**config.mk**
```make
export PLATFORM = sky130hd
export DESIGN_NAME = sgpc_top
export DESIGN_NICKNAME = d
export VERILOG_FILES = /design/src/core/sgpc_pkg.sv /design/src/core/sgpc_dbc_if.sv /design/src/core/sgpc_debounce.sv /design/src/core/sgpc_top.sv
export SDC_FILE = /design/constraint.sdc
export NUM_CORES = 1
export LEC_CHECK = 0
export BUFFER_PORTS_ARGS = -buffer_cell sky130_fd_sc_hd__buf_4
export CORE_UTILIZATION = 60
export DETAILED_ROUTE_END_ITERATION = 10
export GPL_ROUTABILITY_DRIVEN = 1
export PLACE_DENSITY_LB_ADDON = 0.08
export RECOVER_POWER = 25
export SLEW_MARGIN = 20
export SYNTH_ARGS = -nofsm -noshare
export SYNTH_HDL_FRONTEND = slang
export SYNTH_HIERARCHICAL = 1
export SYNTH_SLANG_ARGS = --single-unit
export TNS_END_PERCENT = 1
```
**constraint.sdc**
```tcl
create_clock -name ref_clk -period 5.2 [get_ports ref_clk]
set_input_delay 0.26 -clock ref_clk [delete_from_list [all_inputs] [get_ports ref_clk]]
set_output_delay 0.26 -clock ref_clk [all_outputs]
set_load 0.03 [all_outputs]
```
**src/core/sgpc_pkg.sv**
```systemverilog
// ****************************************************************
// package: register map, field layout and timing of the pin block
// ****************************************************************
package sgpc_pkg;
   // register addresses
   localparam logic [7:0] SGPC_CID_ADDR = 8'h11;
   localparam logic [7:0] SGPC_CFG_ADDR = 8'h12;
   // configuration register field positions
   localparam int SGPC_DIR_BIT = 0;
   localparam int SGPC_RDBK_BIT = 1;
   localparam int SGPC_DRV_BIT = 2;
   localparam int SGPC_LVL_BIT = 3;
   localparam int SGPC_DBEN_BIT = 4;
   // identity register field positions
   localparam int SGPC_IDENT_LSB = 0;
   localparam int SGPC_DIV_LSB = 4;
   // field widths
   localparam int SGPC_IDENT_W = 4;
   localparam int SGPC_DIV_W = 3;
   // reset values of the configuration fields
   localparam logic SGPC_DIR_RST = 1'h1;
   localparam logic SGPC_DRV_RST = 1'h0;
   localparam logic SGPC_LVL_RST = 1'h0;
   localparam logic SGPC_DBEN_RST = 1'h0;
   // direction and driver encodings
   localparam logic SGPC_DIR_OUT = 1'h0;
   localparam logic SGPC_DRV_OPEN = 1'h0;
   // divider codes: fastest code; each code above it is one step slower
   localparam logic [2:0] SGPC_DIV_FAST = 3'h3;
   // timing
   localparam longint unsigned SGPC_CLK_HZ = 250000000;
   localparam longint unsigned SGPC_DBC_MS = 30;
   localparam longint unsigned SGPC_FAST_HZ = 160;
   localparam longint unsigned SGPC_DBC_CYC = SGPC_DBC_MS * SGPC_CLK_HZ / 1000;
   localparam longint unsigned SGPC_FAST_CYC = SGPC_CLK_HZ / SGPC_FAST_HZ;
endpackage : sgpc_pkg

```
**src/core/sgpc_dbc_if.sv**
```systemverilog
`timescale 1ns/1ps
// ****************************************************************
// carrier between the pin logic and its input filter
// ****************************************************************
interface sgpc_dbc_if;
   logic raw;
   logic en;
   logic level;
   modport filt (input raw, input en, output level);
   modport user (output raw, output en, input level);
endinterface : sgpc_dbc_if

```
**src/core/sgpc_debounce.sv**
```systemverilog
`timescale 1ns/1ps
// ****************************************************************
// input filter: level accepted after it holds steady long enough
// ****************************************************************
module sgpc_debounce #(
   parameter int unsigned CYCLES = 7500000
) (
   input wire logic ref_clk,
   input wire logic nrst,
   sgpc_dbc_if.filt dbc
);
   localparam int CW = $clog2(CYCLES + 1);
   localparam logic [CW-1:0] LAST = CW'(CYCLES - 1);

   logic level_r;
   logic [CW-1:0] cnt_r;

   assign dbc.level = level_r;

   // steady-time counter, restarts whenever input matches accepted level
   always_ff @(posedge ref_clk or negedge nrst) begin
      if (!nrst) begin
         cnt_r <= '0;
      end else if (!dbc.en || dbc.raw == level_r || cnt_r == LAST) begin
         cnt_r <= '0;
      end else begin
         cnt_r <= cnt_r + CW'(1);
      end
   end

   // accepted level: direct when filter off, after full hold when on
   always_ff @(posedge ref_clk or negedge nrst) begin
      if (!nrst) begin
         level_r <= 1'h0;
      end else if (!dbc.en) begin
         level_r <= dbc.raw;
      end else if (dbc.raw != level_r && cnt_r == LAST) begin
         level_r <= dbc.raw;
      end
   end
endmodule : sgpc_debounce

```
**src/core/sgpc_top.sv**
```systemverilog
`timescale 1ns/1ps
// Contract
// - direction bit: 0 output, 1 input
// - drive style: 0 open-drain, 1 push-pull
// - output low level always drives low
// - high level: push-pull drives, open-drain floats
// - input mode ignores level and drive style
// - readback bit always shows pin level
// - optional 30 ms input debounce
// - divider code sets sampling tick rate
// - identity code reports programmed configuration
// - latch edges, unmasked ones pull interrupt low
module sgpc_top
   import sgpc_pkg::*;
#(
   parameter int unsigned DBC_CYCLES = int'(SGPC_DBC_CYC),
   parameter int unsigned FAST_CYCLES = int'(SGPC_FAST_CYC)
) (
   input wire logic ref_clk,
   input wire logic nrst,
   input wire logic system_reset_event,
   input wire logic [7:0] reg_addr,
   input wire logic [7:0] reg_wdata,
   input wire logic reg_wr,
   input wire logic reg_rd,
   output logic [7:0] reg_rdata,
   input wire logic gpio_in,
   output logic gpio_out,
   output logic gpio_oe,
   input wire logic [SGPC_IDENT_W-1:0] otp_chip_ident,
   input wire logic [SGPC_DIV_W-1:0] otp_sample_div,
   output logic sample_tick,
   input wire logic rise_mask,
   input wire logic fall_mask,
   input wire logic event_clear,
   output logic input_rise_event,
   output logic input_fall_event,
   output logic interrupt_out_n
);
   // ****************************************************************
   // state
   // ****************************************************************
   logic cfg_dir_r, cfg_drv_r, cfg_lvl_r, cfg_dben_r;
   logic pin_s_r, lvl_prev_r, edge_armed_r;
   logic [1:0] arm_sr_r;
   logic gpio_out_r, gpio_oe_r;
   logic [7:0] rdata_r;
   logic [SGPC_IDENT_W-1:0] ident_r;
   logic [SGPC_DIV_W-1:0] div_r;
   logic ident_loaded_r;
   logic [31:0] tick_cnt_r, tick_len;
   logic tick_r;
   logic rise_r, fall_r, irq_n_r;
   logic rise_evt, fall_evt;

   sgpc_dbc_if dbc ();

   // decode of a register access to one address
   function automatic logic hit(input logic [7:0] a, input logic [7:0] ref_a);
      hit = (a == ref_a);
   endfunction : hit

   assign reg_rdata = rdata_r;
   assign gpio_out = gpio_out_r;
   assign gpio_oe = gpio_oe_r;
   assign sample_tick = tick_r;
   assign input_rise_event = rise_r;
   assign input_fall_event = fall_r;
   assign interrupt_out_n = irq_n_r;

   // ****************************************************************
   // configuration register
   // ****************************************************************
   // system reset first, then host writes; only defined bits are kept
   always_ff @(posedge ref_clk or negedge nrst) begin
      if (!nrst) begin
         cfg_dir_r <= SGPC_DIR_RST;
         cfg_drv_r <= SGPC_DRV_RST;
         cfg_lvl_r <= SGPC_LVL_RST;
         cfg_dben_r <= SGPC_DBEN_RST;
      end else if (system_reset_event) begin
         cfg_dir_r <= SGPC_DIR_RST;
         cfg_drv_r <= SGPC_DRV_RST;
         cfg_lvl_r <= SGPC_LVL_RST;
         cfg_dben_r <= SGPC_DBEN_RST;
      end else if (reg_wr && hit(reg_addr, SGPC_CFG_ADDR)) begin
         cfg_dir_r <= reg_wdata[SGPC_DIR_BIT];
         cfg_drv_r <= reg_wdata[SGPC_DRV_BIT];
         cfg_lvl_r <= reg_wdata[SGPC_LVL_BIT];
         cfg_dben_r <= reg_wdata[SGPC_DBEN_BIT];
      end
   end

   // ****************************************************************
   // pin driver
   // ****************************************************************
   // enable only in output mode; open-drain never drives high
   always_ff @(posedge ref_clk or negedge nrst) begin
      if (!nrst) begin
         gpio_oe_r <= 1'h0;
         gpio_out_r <= 1'h0;
      end else if (cfg_dir_r != SGPC_DIR_OUT) begin
         gpio_oe_r <= 1'h0;
         gpio_out_r <= 1'h0;
      end else if (!cfg_lvl_r) begin
         gpio_oe_r <= 1'h1;
         gpio_out_r <= 1'h0;
      end else begin
         gpio_oe_r <= (cfg_drv_r != SGPC_DRV_OPEN);
         gpio_out_r <= (cfg_drv_r != SGPC_DRV_OPEN);
      end
   end

   // ****************************************************************
   // input path and edge events
   // ****************************************************************
   // pin sample, used for readback and the filter
   always_ff @(posedge ref_clk or negedge nrst) begin
      if (!nrst) begin
         pin_s_r <= 1'h0;
      end else begin
         pin_s_r <= gpio_in;
      end
   end

   assign dbc.raw = pin_s_r;
   assign dbc.en = cfg_dben_r;

   sgpc_debounce #(.CYCLES(DBC_CYCLES)) u_dbc (
      .ref_clk(ref_clk),
      .nrst(nrst),
      .dbc(dbc)
   );

   // previous filtered level; edges armed only once sample, level and
   // previous level all hold real pin values, so a pin idling high after
   // reset is not taken for a rising edge
   always_ff @(posedge ref_clk or negedge nrst) begin
      if (!nrst) begin
         lvl_prev_r <= 1'h0;
         arm_sr_r <= '0;
         edge_armed_r <= 1'h0;
      end else begin
         lvl_prev_r <= dbc.level;
         arm_sr_r <= {arm_sr_r[0], 1'h1};
         edge_armed_r <= arm_sr_r[1];
      end
   end

   assign rise_evt = edge_armed_r && dbc.level && !lvl_prev_r;
   assign fall_evt = edge_armed_r && !dbc.level && lvl_prev_r;

   // sticky flags; a new edge wins over a clear in the same cycle
   always_ff @(posedge ref_clk or negedge nrst) begin
      if (!nrst) begin
         rise_r <= 1'h0;
         fall_r <= 1'h0;
      end else if (system_reset_event) begin
         rise_r <= 1'h0;
         fall_r <= 1'h0;
      end else begin
         rise_r <= rise_evt || (rise_r && !event_clear);
         fall_r <= fall_evt || (fall_r && !event_clear);
      end
   end

   // interrupt output low while any unmasked flag stands
   always_ff @(posedge ref_clk or negedge nrst) begin
      if (!nrst) begin
         irq_n_r <= 1'h1;
      end else begin
         irq_n_r <= !((rise_r && !rise_mask) || (fall_r && !fall_mask));
      end
   end

   // ****************************************************************
   // identity register and sampling clock
   // ****************************************************************
   // programmed values caught once after power-on release
   always_ff @(posedge ref_clk or negedge nrst) begin
      if (!nrst) begin
         ident_r <= '0;
         div_r <= '0;
         ident_loaded_r <= 1'h0;
      end else if (!ident_loaded_r) begin
         ident_r <= otp_chip_ident;
         div_r <= otp_sample_div;
         ident_loaded_r <= 1'h1;
      end
   end

   // tick period doubles per code step above the fastest code
   always_comb begin
      if (div_r > SGPC_DIV_FAST) begin
         tick_len = FAST_CYCLES << (div_r - SGPC_DIV_FAST);
      end else begin
         tick_len = FAST_CYCLES;
      end
   end

   // sampling tick, one cycle wide, once per period
   always_ff @(posedge ref_clk or negedge nrst) begin
      if (!nrst) begin
         tick_cnt_r <= '0;
         tick_r <= 1'h0;
      end else if (!ident_loaded_r || tick_cnt_r >= tick_len - 32'h1) begin
         tick_cnt_r <= '0;
         tick_r <= ident_loaded_r;
      end else begin
         tick_cnt_r <= tick_cnt_r + 32'h1;
         tick_r <= 1'h0;
      end
   end

   // ****************************************************************
   // register read
   // ****************************************************************
   // read data one cycle after the strobe; unused bits read zero
   always_ff @(posedge ref_clk or negedge nrst) begin
      if (!nrst) begin
         rdata_r <= '0;
      end else if (reg_rd && hit(reg_addr, SGPC_CFG_ADDR)) begin
         rdata_r <= '0;
         rdata_r[SGPC_DIR_BIT] <= cfg_dir_r;
         rdata_r[SGPC_RDBK_BIT] <= pin_s_r;
         rdata_r[SGPC_DRV_BIT] <= cfg_drv_r;
         rdata_r[SGPC_LVL_BIT] <= cfg_lvl_r;
         rdata_r[SGPC_DBEN_BIT] <= cfg_dben_r;
      end else if (reg_rd && hit(reg_addr, SGPC_CID_ADDR)) begin
         rdata_r <= '0;
         rdata_r[SGPC_IDENT_LSB +: SGPC_IDENT_W] <= ident_r;
         rdata_r[SGPC_DIV_LSB +: SGPC_DIV_W] <= div_r;
      end else if (reg_rd) begin
         rdata_r <= '0;
      end
   end
endmodule : sgpc_top

```
==> run metrics, run 1 <==
Worst Skew=5.24 ps; Hold Crit Start=system_reset_event; synthesized area per cell=9.97 µm²; RSZ-0062 raised after global routing=false; DRC viols=0; Starting Density=63.3%; Post-synth EDFFs=0; hold path cells=2; failing checks=max-capacitance violations, max-slew violations; R2R setup slack=730 ps; ant diodes=0; P_leak=2.42 nW; CP Launch Type=flip-flop; Worst-Skew Late Latency=360 ps; clk slew on worst S/H paths=100 ps; Slew headroom=-151%; Clock Sinks=85; clock group share of total power=41.4%; full die area=0.00865 mm²; Inst Count DP=629; WL final=10.5 mm; CP arrival=4690 ps; initial detailed-routing violation count=230; gr ovfl total=0; layout cells sized above 1=16.0%; fillcell total=584; routed vias=3943; Crit Path Max Fanout=28; worst-case reg-to-reg path depth=18; clk buf depth=2; Fin Setup TNS=0 ps; worst flop-to-flop path endpoint=tick_cnt_r[10]; register area share after synthesis=42.9%; Die Ht=93.0 µm; Worst Hold End=cfg_lvl_r; peak supply drop=153 µV; DP HPWL=7.15 mm; area delta synth->final=13.1%; most common library cells after synthesis=83 x dfrtp_1, 57 x nor2_1, 34 x ha_1, 33 x nor4_1, 27 x nand2_1; period utilisation layout=85.9%; first-pass GRT wire length=17.9 mm; final slew viol count=86; pin count of the biggest net entering global routing=86; CTS tree=built; Synth async-reset ratio=100%; Cell Count, Final, Fillers Out=647; Seq pwr share=44.0%; Pwr Density=278 mW/mm²; critical path type=flip-flop to flip-flop; CP Capture Type=flip-flop; internal power=0.00114 W; Mapped Area=0.00497 mm²; DR vias/cell=6.09; Synth Warn #=6; Worst Tran Pin Value=3770 ps; Tmin final=4470 ps; synth top area cells=dfrtp_1 42%, ha_1 8.6%, nor2_1 4.3%; status=finished with violations; CTS Root Cell=clkbuf_8; switching share of power=26.9%; initial antenna violation count=0; Setup Viol. Count Final=0; combinational share of power=14.6%; Multi-input gate area=0.00267 mm²; sequential cell area=0.00213 mm²; IO Count=46; switching pwr=0.000420 W; max-cap viol count=1; cell taking the most area after synthesis=dfrtp_1; cts bufs inserted=9; vias in the first global route=3723; cell row count=32; final net count=606; Post-CTS Setup Bufs=0; Wirelength per Cell=16.3 µm; Total Routing Usage GR=26.3%; Core Area=0.00785 mm²; Fin. Hold Viols=0; PnR worst setup slack=733 ps; f_max=224 MHz; post-synthesis register bit count=85; post-synth cell types=66; H-tree depth=3; Synth top area share=41.8%; DIE WIDTH=93.0 µm; Initial DRT Pass Iterations=4; post-synthesis cell count=498; gpl congestion=0.820; reg2reg start=div_r[0]; HP Class=primary input to flip-flop; Crit path required time=5420 ps; pre-CTS setup slack=995 ps; PortBufs=40; post-route ant nets=0; most common cell in the synthesized netlist=dfrtp_1; predominant post-synthesis flop cell=dfrtp_1
## kinds of logic (layout without fill, tap and decap cells)
kind of cell               after synthesis  count (layout)  synth area share (%)
xor gates and xnor gates                43              43                  7.58
DFF                                     85              85                  42.9
AOI/OAI and AO/OA                       74              74                  10.7
buffers and inverters                   39              81                  3.85
muxes                                   10              10                  2.22
and+or+nand+nor                        211             211                  24.1
other                                    2               7                 0.151
adders and majority gates               34              34                  8.56
## state kept, by name, indices dropped and copies added, names as in the netlist, 2 cells and up
name / flops
tick_cnt_r: 32
ident_r: 4
div_r: 3
reg_rdata: 7
u_dbc/cnt_r: 23
arm_sr_r: 2
## final cells by class
type	count	share of cell area [%]
multi-input cells	379	47.4
flip-flops and latches	85	37.9
repair buffers	45	6.15
clock inverters	7	2.69
well taps	102	2.27
clock buffers	9	2.20
inverters	20	1.34
## how the worst max path moves through the flow
stage | start | end | cells past startpoint
floorplan | div_r[0] | tick_cnt_r[10] | 19
global placement | div_r[0] | tick_cnt_r[3] | 18
detailed placement | div_r[0] | tick_cnt_r[12] | 18
CTS | div_r[0] | tick_cnt_r[10] | 18
global route | nrst | tick_cnt_r[13] | 2
finish | div_r[0] | tick_cnt_r[10] | 18
## layer usage
layer | vias to the layer above | GRT usage [%] | wire (µm)
li1 | 1896 | - | -
met1 | 1913 | 38.7 | 5180
met2 | 115 | 40.0 | 4650
met3 | 19 | 4.63 | 546
met4 | 0 | 7.82 | 152
met5 | - | 0 | 0
## what timing repair did
item / 4_1_cts / 5_1_grt
endpoints found under the setup margin: 0 / 0
resized for setup: 0 / 0
hold endpoints to repair: 1 / 4
hold buffers: 1 / 1
## power by group through the flow
stage               combinational [W]  clock (W)  sequential (W)
finish                       0.000228   0.000646        0.000688
detailed placement           0.000222          0        0.000700
floorplan                    0.000143          0        0.000704
CTS                          0.000224   0.000652        0.000687
global placement             0.000215          0        0.000700
global route                 0.000253   0.000672        0.000690
## worst max-delay path, stage by stage (launching register included)
cell      delay (ps)
dfrtp_1          510
ha_1             300
ha_1             240
or2_2            410
a21o_1           220
inv_1             60
ha_1             260
nand2b_1         130
or4_1            400
a21oi_1          160
a31oi_1           70
nor2_1           140
ha_1             250
nand4_1          110
nor3_1            70
o21bai_1         240
a311oi_4         130
buf_4            250
nor4_1           380
## placed cells by master, fill, tap and decap left out, types with 9 or more instances in the layout
| master | count |
|---|---|
| nand2_1 | 27 |
| nor2_1 | 57 |
| nor4_1 | 33 |
| inv_1 | 19 |
| ha_1 | 34 |
| xor2_1 | 21 |
| dfrtp_1 | 83 |
| nand3_1 | 18 |
| clkbuf_8 | 9 |
| buf_4 | 40 |
| a21oi_1 | 19 |
| nand4_1 | 17 |
| o21ai_0 | 17 |
| nor3_1 | 11 |
| xnor2_1 | 22 |
## through the flow
step / power [W] / instance area, µm² / hold slack [ps] / utilization [%]
floorplan: 0.000847 / 4990 / -35.6 / -
global placement: 0.000914 / 5320 / 332 / 67.8
global route: 0.00162 / 5620 / 83.3 / 71.6
finish: 0.00156 / 5620 / 91.7 / 71.6
detailed placement: 0.000922 / 5320 / 335 / 67.8
CTS: 0.00156 / 5610 / 77.7 / 71.4
Note: power is estimated with default switching activity, not from simulation.
==> run 2, diff against run 1 <==
--- a/config.mk
+++ b/config.mk
@@ -6,11 +6,11 @@
 export NUM_CORES = 1
 export LEC_CHECK = 0
 export BUFFER_PORTS_ARGS = -buffer_cell sky130_fd_sc_hd__buf_4
+export CORE_ASPECT_RATIO = 1.25
 export CORE_UTILIZATION = 60
 export DETAILED_ROUTE_END_ITERATION = 10
 export GPL_ROUTABILITY_DRIVEN = 1
 export PLACE_DENSITY_LB_ADDON = 0.08
-export RECOVER_POWER = 25
 export SLEW_MARGIN = 20
 export SYNTH_ARGS = -nofsm -noshare
 export SYNTH_HDL_FRONTEND = slang
==> run metrics, run 2 (same netlist as run 1, synthesis figures left out) <==
internal power=0.00102 W (-11%); Worst-Skew Late Latency=340 ps (-20 ps); Inst Count DP=622 (-1.1%); failing checks=negative hold slack; fillcell total=623 (+6.7%); CTS tree=built; vias in the first global route=3912 (+5.1%); Seq pwr share=49.8% (+5.8 points); Crit Path Max Fanout=28 (unchanged); Worst Skew=8.98 ps (+3.74 ps); Wirelength per Cell=15.8 µm (-2.6%); Fin Setup TNS=0 ps (unchanged); CP Capture Type=flip-flop; final slew viol count=0 (-100%); WL final=10.1 mm (-4.1%); PortBufs=40 (unchanged); commonest cells after routing, fill and taps aside=83 x dfrtp_1, 57 x nor2_1, 42 x buf_4; switching pwr=0.000358 W (-15%); peak supply drop=201 µV (+32%); DP HPWL=7.44 mm (+4.1%); CP dominant cell by count=ha_1; Cell Count, Final, Fillers Out=637 (-1.5%); Crit path required time=5430 ps (about the same); period utilisation layout=85.5% (-0.42 points); Starting Density=62.7% (-0.64 points); area delta synth->final=11.2%; Setup Viol. Count Final=0 (unchanged); pin count of the biggest net entering global routing=86 (unchanged); crit path cell chain=ha_1 -> ha_1 -> or2_2 -> a21o_1 -> inv_1 -> ha_1 -> nand2b_1 -> or4_1 -> a21oi_1 -> a31oi_1 -> nor2_1 -> ha_1 -> nand4_1 -> nor3_1 -> o21bai_1 -> a311oi_4 -> buf_4 -> nor4_1; IO Count=46 (unchanged); Largest register FFs=32 (unchanged); Post-CTS Setup Bufs=0 (unchanged); Min Hold Slack=-50.6 ps (-142 ps); ant diodes=0 (unchanged); Initial DRT Pass Iterations=5 (+1); RSZ-0062 raised after global routing=false; final net count=605 (-0.17%); critical path type=flip-flop to flip-flop; CP arrival=4670 ps (-20 ps); HP Class=primary input to asynchronous set/reset pin; cts bufs inserted=9 (unchanged); Clock Sinks=85 (unchanged); Die Ht=104 µm (+12%); clk slew on worst S/H paths=80 ps (-20 ps); Worst Tran Pin Value=910 ps (-2860 ps); CTS Root Cell=clkbuf_8; Slew headroom=39.2% (+190 points); initial antenna violation count=0 (unchanged); routed vias=3841 (-2.6%); DIE WIDTH=83.4 µm (-10%); Total Routing Usage GR=25.5% (-0.81 points); post-route ant nets=0 (unchanged); cell row count=36 (+13%); DR vias/cell=6.03 (-1.1%); P_leak=2.39 nW (-1.5%); combinational share of power=16.5% (+1.9 points); commonest non-fill, non-tap cell in the layout=dfrtp_1; Pwr Density=250 mW/mm² (-10%); initial detailed-routing violation count=156 (-32%); switching share of power=25.9% (-0.95 points); first-pass GRT wire length=17.8 mm (-0.96%); Tmin final=4450 ps (-22.0 ps); CP Launch Type=flip-flop; clock group share of total power=33.7% (-7.7 points); clk buf depth=2 (unchanged); gpl congestion=0.915 (+12%); f_max=225 MHz (+0.49%); DRC viols=0 (unchanged); layout cells sized above 1=15.9% (-0.096 points); gr ovfl total=0 (unchanged); status=finished with violations; CP peak stage delay=530 ps (+20 ps); Largest Register=tick_cnt_r; H-tree depth=3 (unchanged); Overall Power=0.00138 W (-12%); max-cap viol count=0 (-1); CP max-delay cell=dfrtp_1; Fin. Hold Viols=53 (+53); full die area=0.00865 mm² (about the same); Core Area=0.00793 mm² (+1.0%)
## run 2: cell count changes in the layout (fill, tap and decap cells not counted), sizes merged
cell,before,now
clkdlybuf4s25,1,0
inv,22,19
dlygate4sd3,2,1
buf,40,43
clkbuf,11,13
bufinv,4,1
## run 2: area by class of cell
cell class / count / area, µm² / share of cell area, %
inverter: 20 / 75.1 / 1.36
clock buffer: 13 / 169 / 3.06
sequential: 85 / 2130 / 38.6
clock inverter: 1 / 30.0 / 0.544
timing repair buffer: 44 / 337 / 6.09
multi-input combinational: 379 / 2670 / 48.2
tap: 95 / 119 / 2.15
## run 2: routing by layer
layer / wire length [µm] / up-vias / global-route usage, %
met1: 4240 / 1874 / 31.3
met2: 5390 / 66 / 44.8
met3: 260 / 13 / 4.78
li1: - / 1888 / -
met4: 198 / 0 / 8.62
met5: 0 / - / 0
## run 2: what timing repair did
item,in CTS,in global routing
gates resized for setup,0,0
hold buffers,1,0
endpoints found under the hold margin,1,0
## run 2: power groups by stage
stage	registers (W)	logic (W)	clock network, W
2_1_floorplan	0.000704	0.000143	0
3_3_place_gp	0.000700	0.000218	0
3_5_place_dp	0.000700	0.000226	0
4_1_cts	0.000687	0.000227	0.000479
5_1_grt	0.000689	0.000254	0.000505
6_report	0.000687	0.000227	0.000465
## run 2: worst max-delay path: cells and delay by family, from the launching register on
| kind | cells | cell delay [ps] |
|---|---|---|
| AOI/OAI and AO/OA | 5 | 760 |
| adders and majority gates | 4 | 1080 |
| buffers and inverters | 2 | 290 |
| DFF | 1 | 530 |
| and+or+nand+nor | 7 | 1630 |
## run 2: path summary, 6_finish.rpt
path	from	endpoint	slack, ps	cells past startpoint
worst max-delay path	div_r[0]	tick_cnt_r[16]	750	18
worst min-delay path	nrst	cfg_drv_r	-50	1
worst max register to register	div_r[0]	tick_cnt_r[16]	750	18
worst min register to register	arm_sr_r[1]	edge_armed_r	360	0
max in group asynchronous	nrst	tick_cnt_r[20]	4720	1
min in group ref_clk	system_reset_event	input_rise_event	110	2
## run 2: per-stage QoR
| step | setup slack, ps | util [%] | area (µm²) |
|---|---|---|---|
| floorplan | 1280 | - | 4990 |
| global placement | 963 | 67.0 | 5310 |
| detailed placement | 826 | 67.0 | 5310 |
| CTS | 803 | 69.6 | 5520 |
| global route | 475 | 69.7 | 5520 |
| finish | 755 | 69.7 | 5520 |
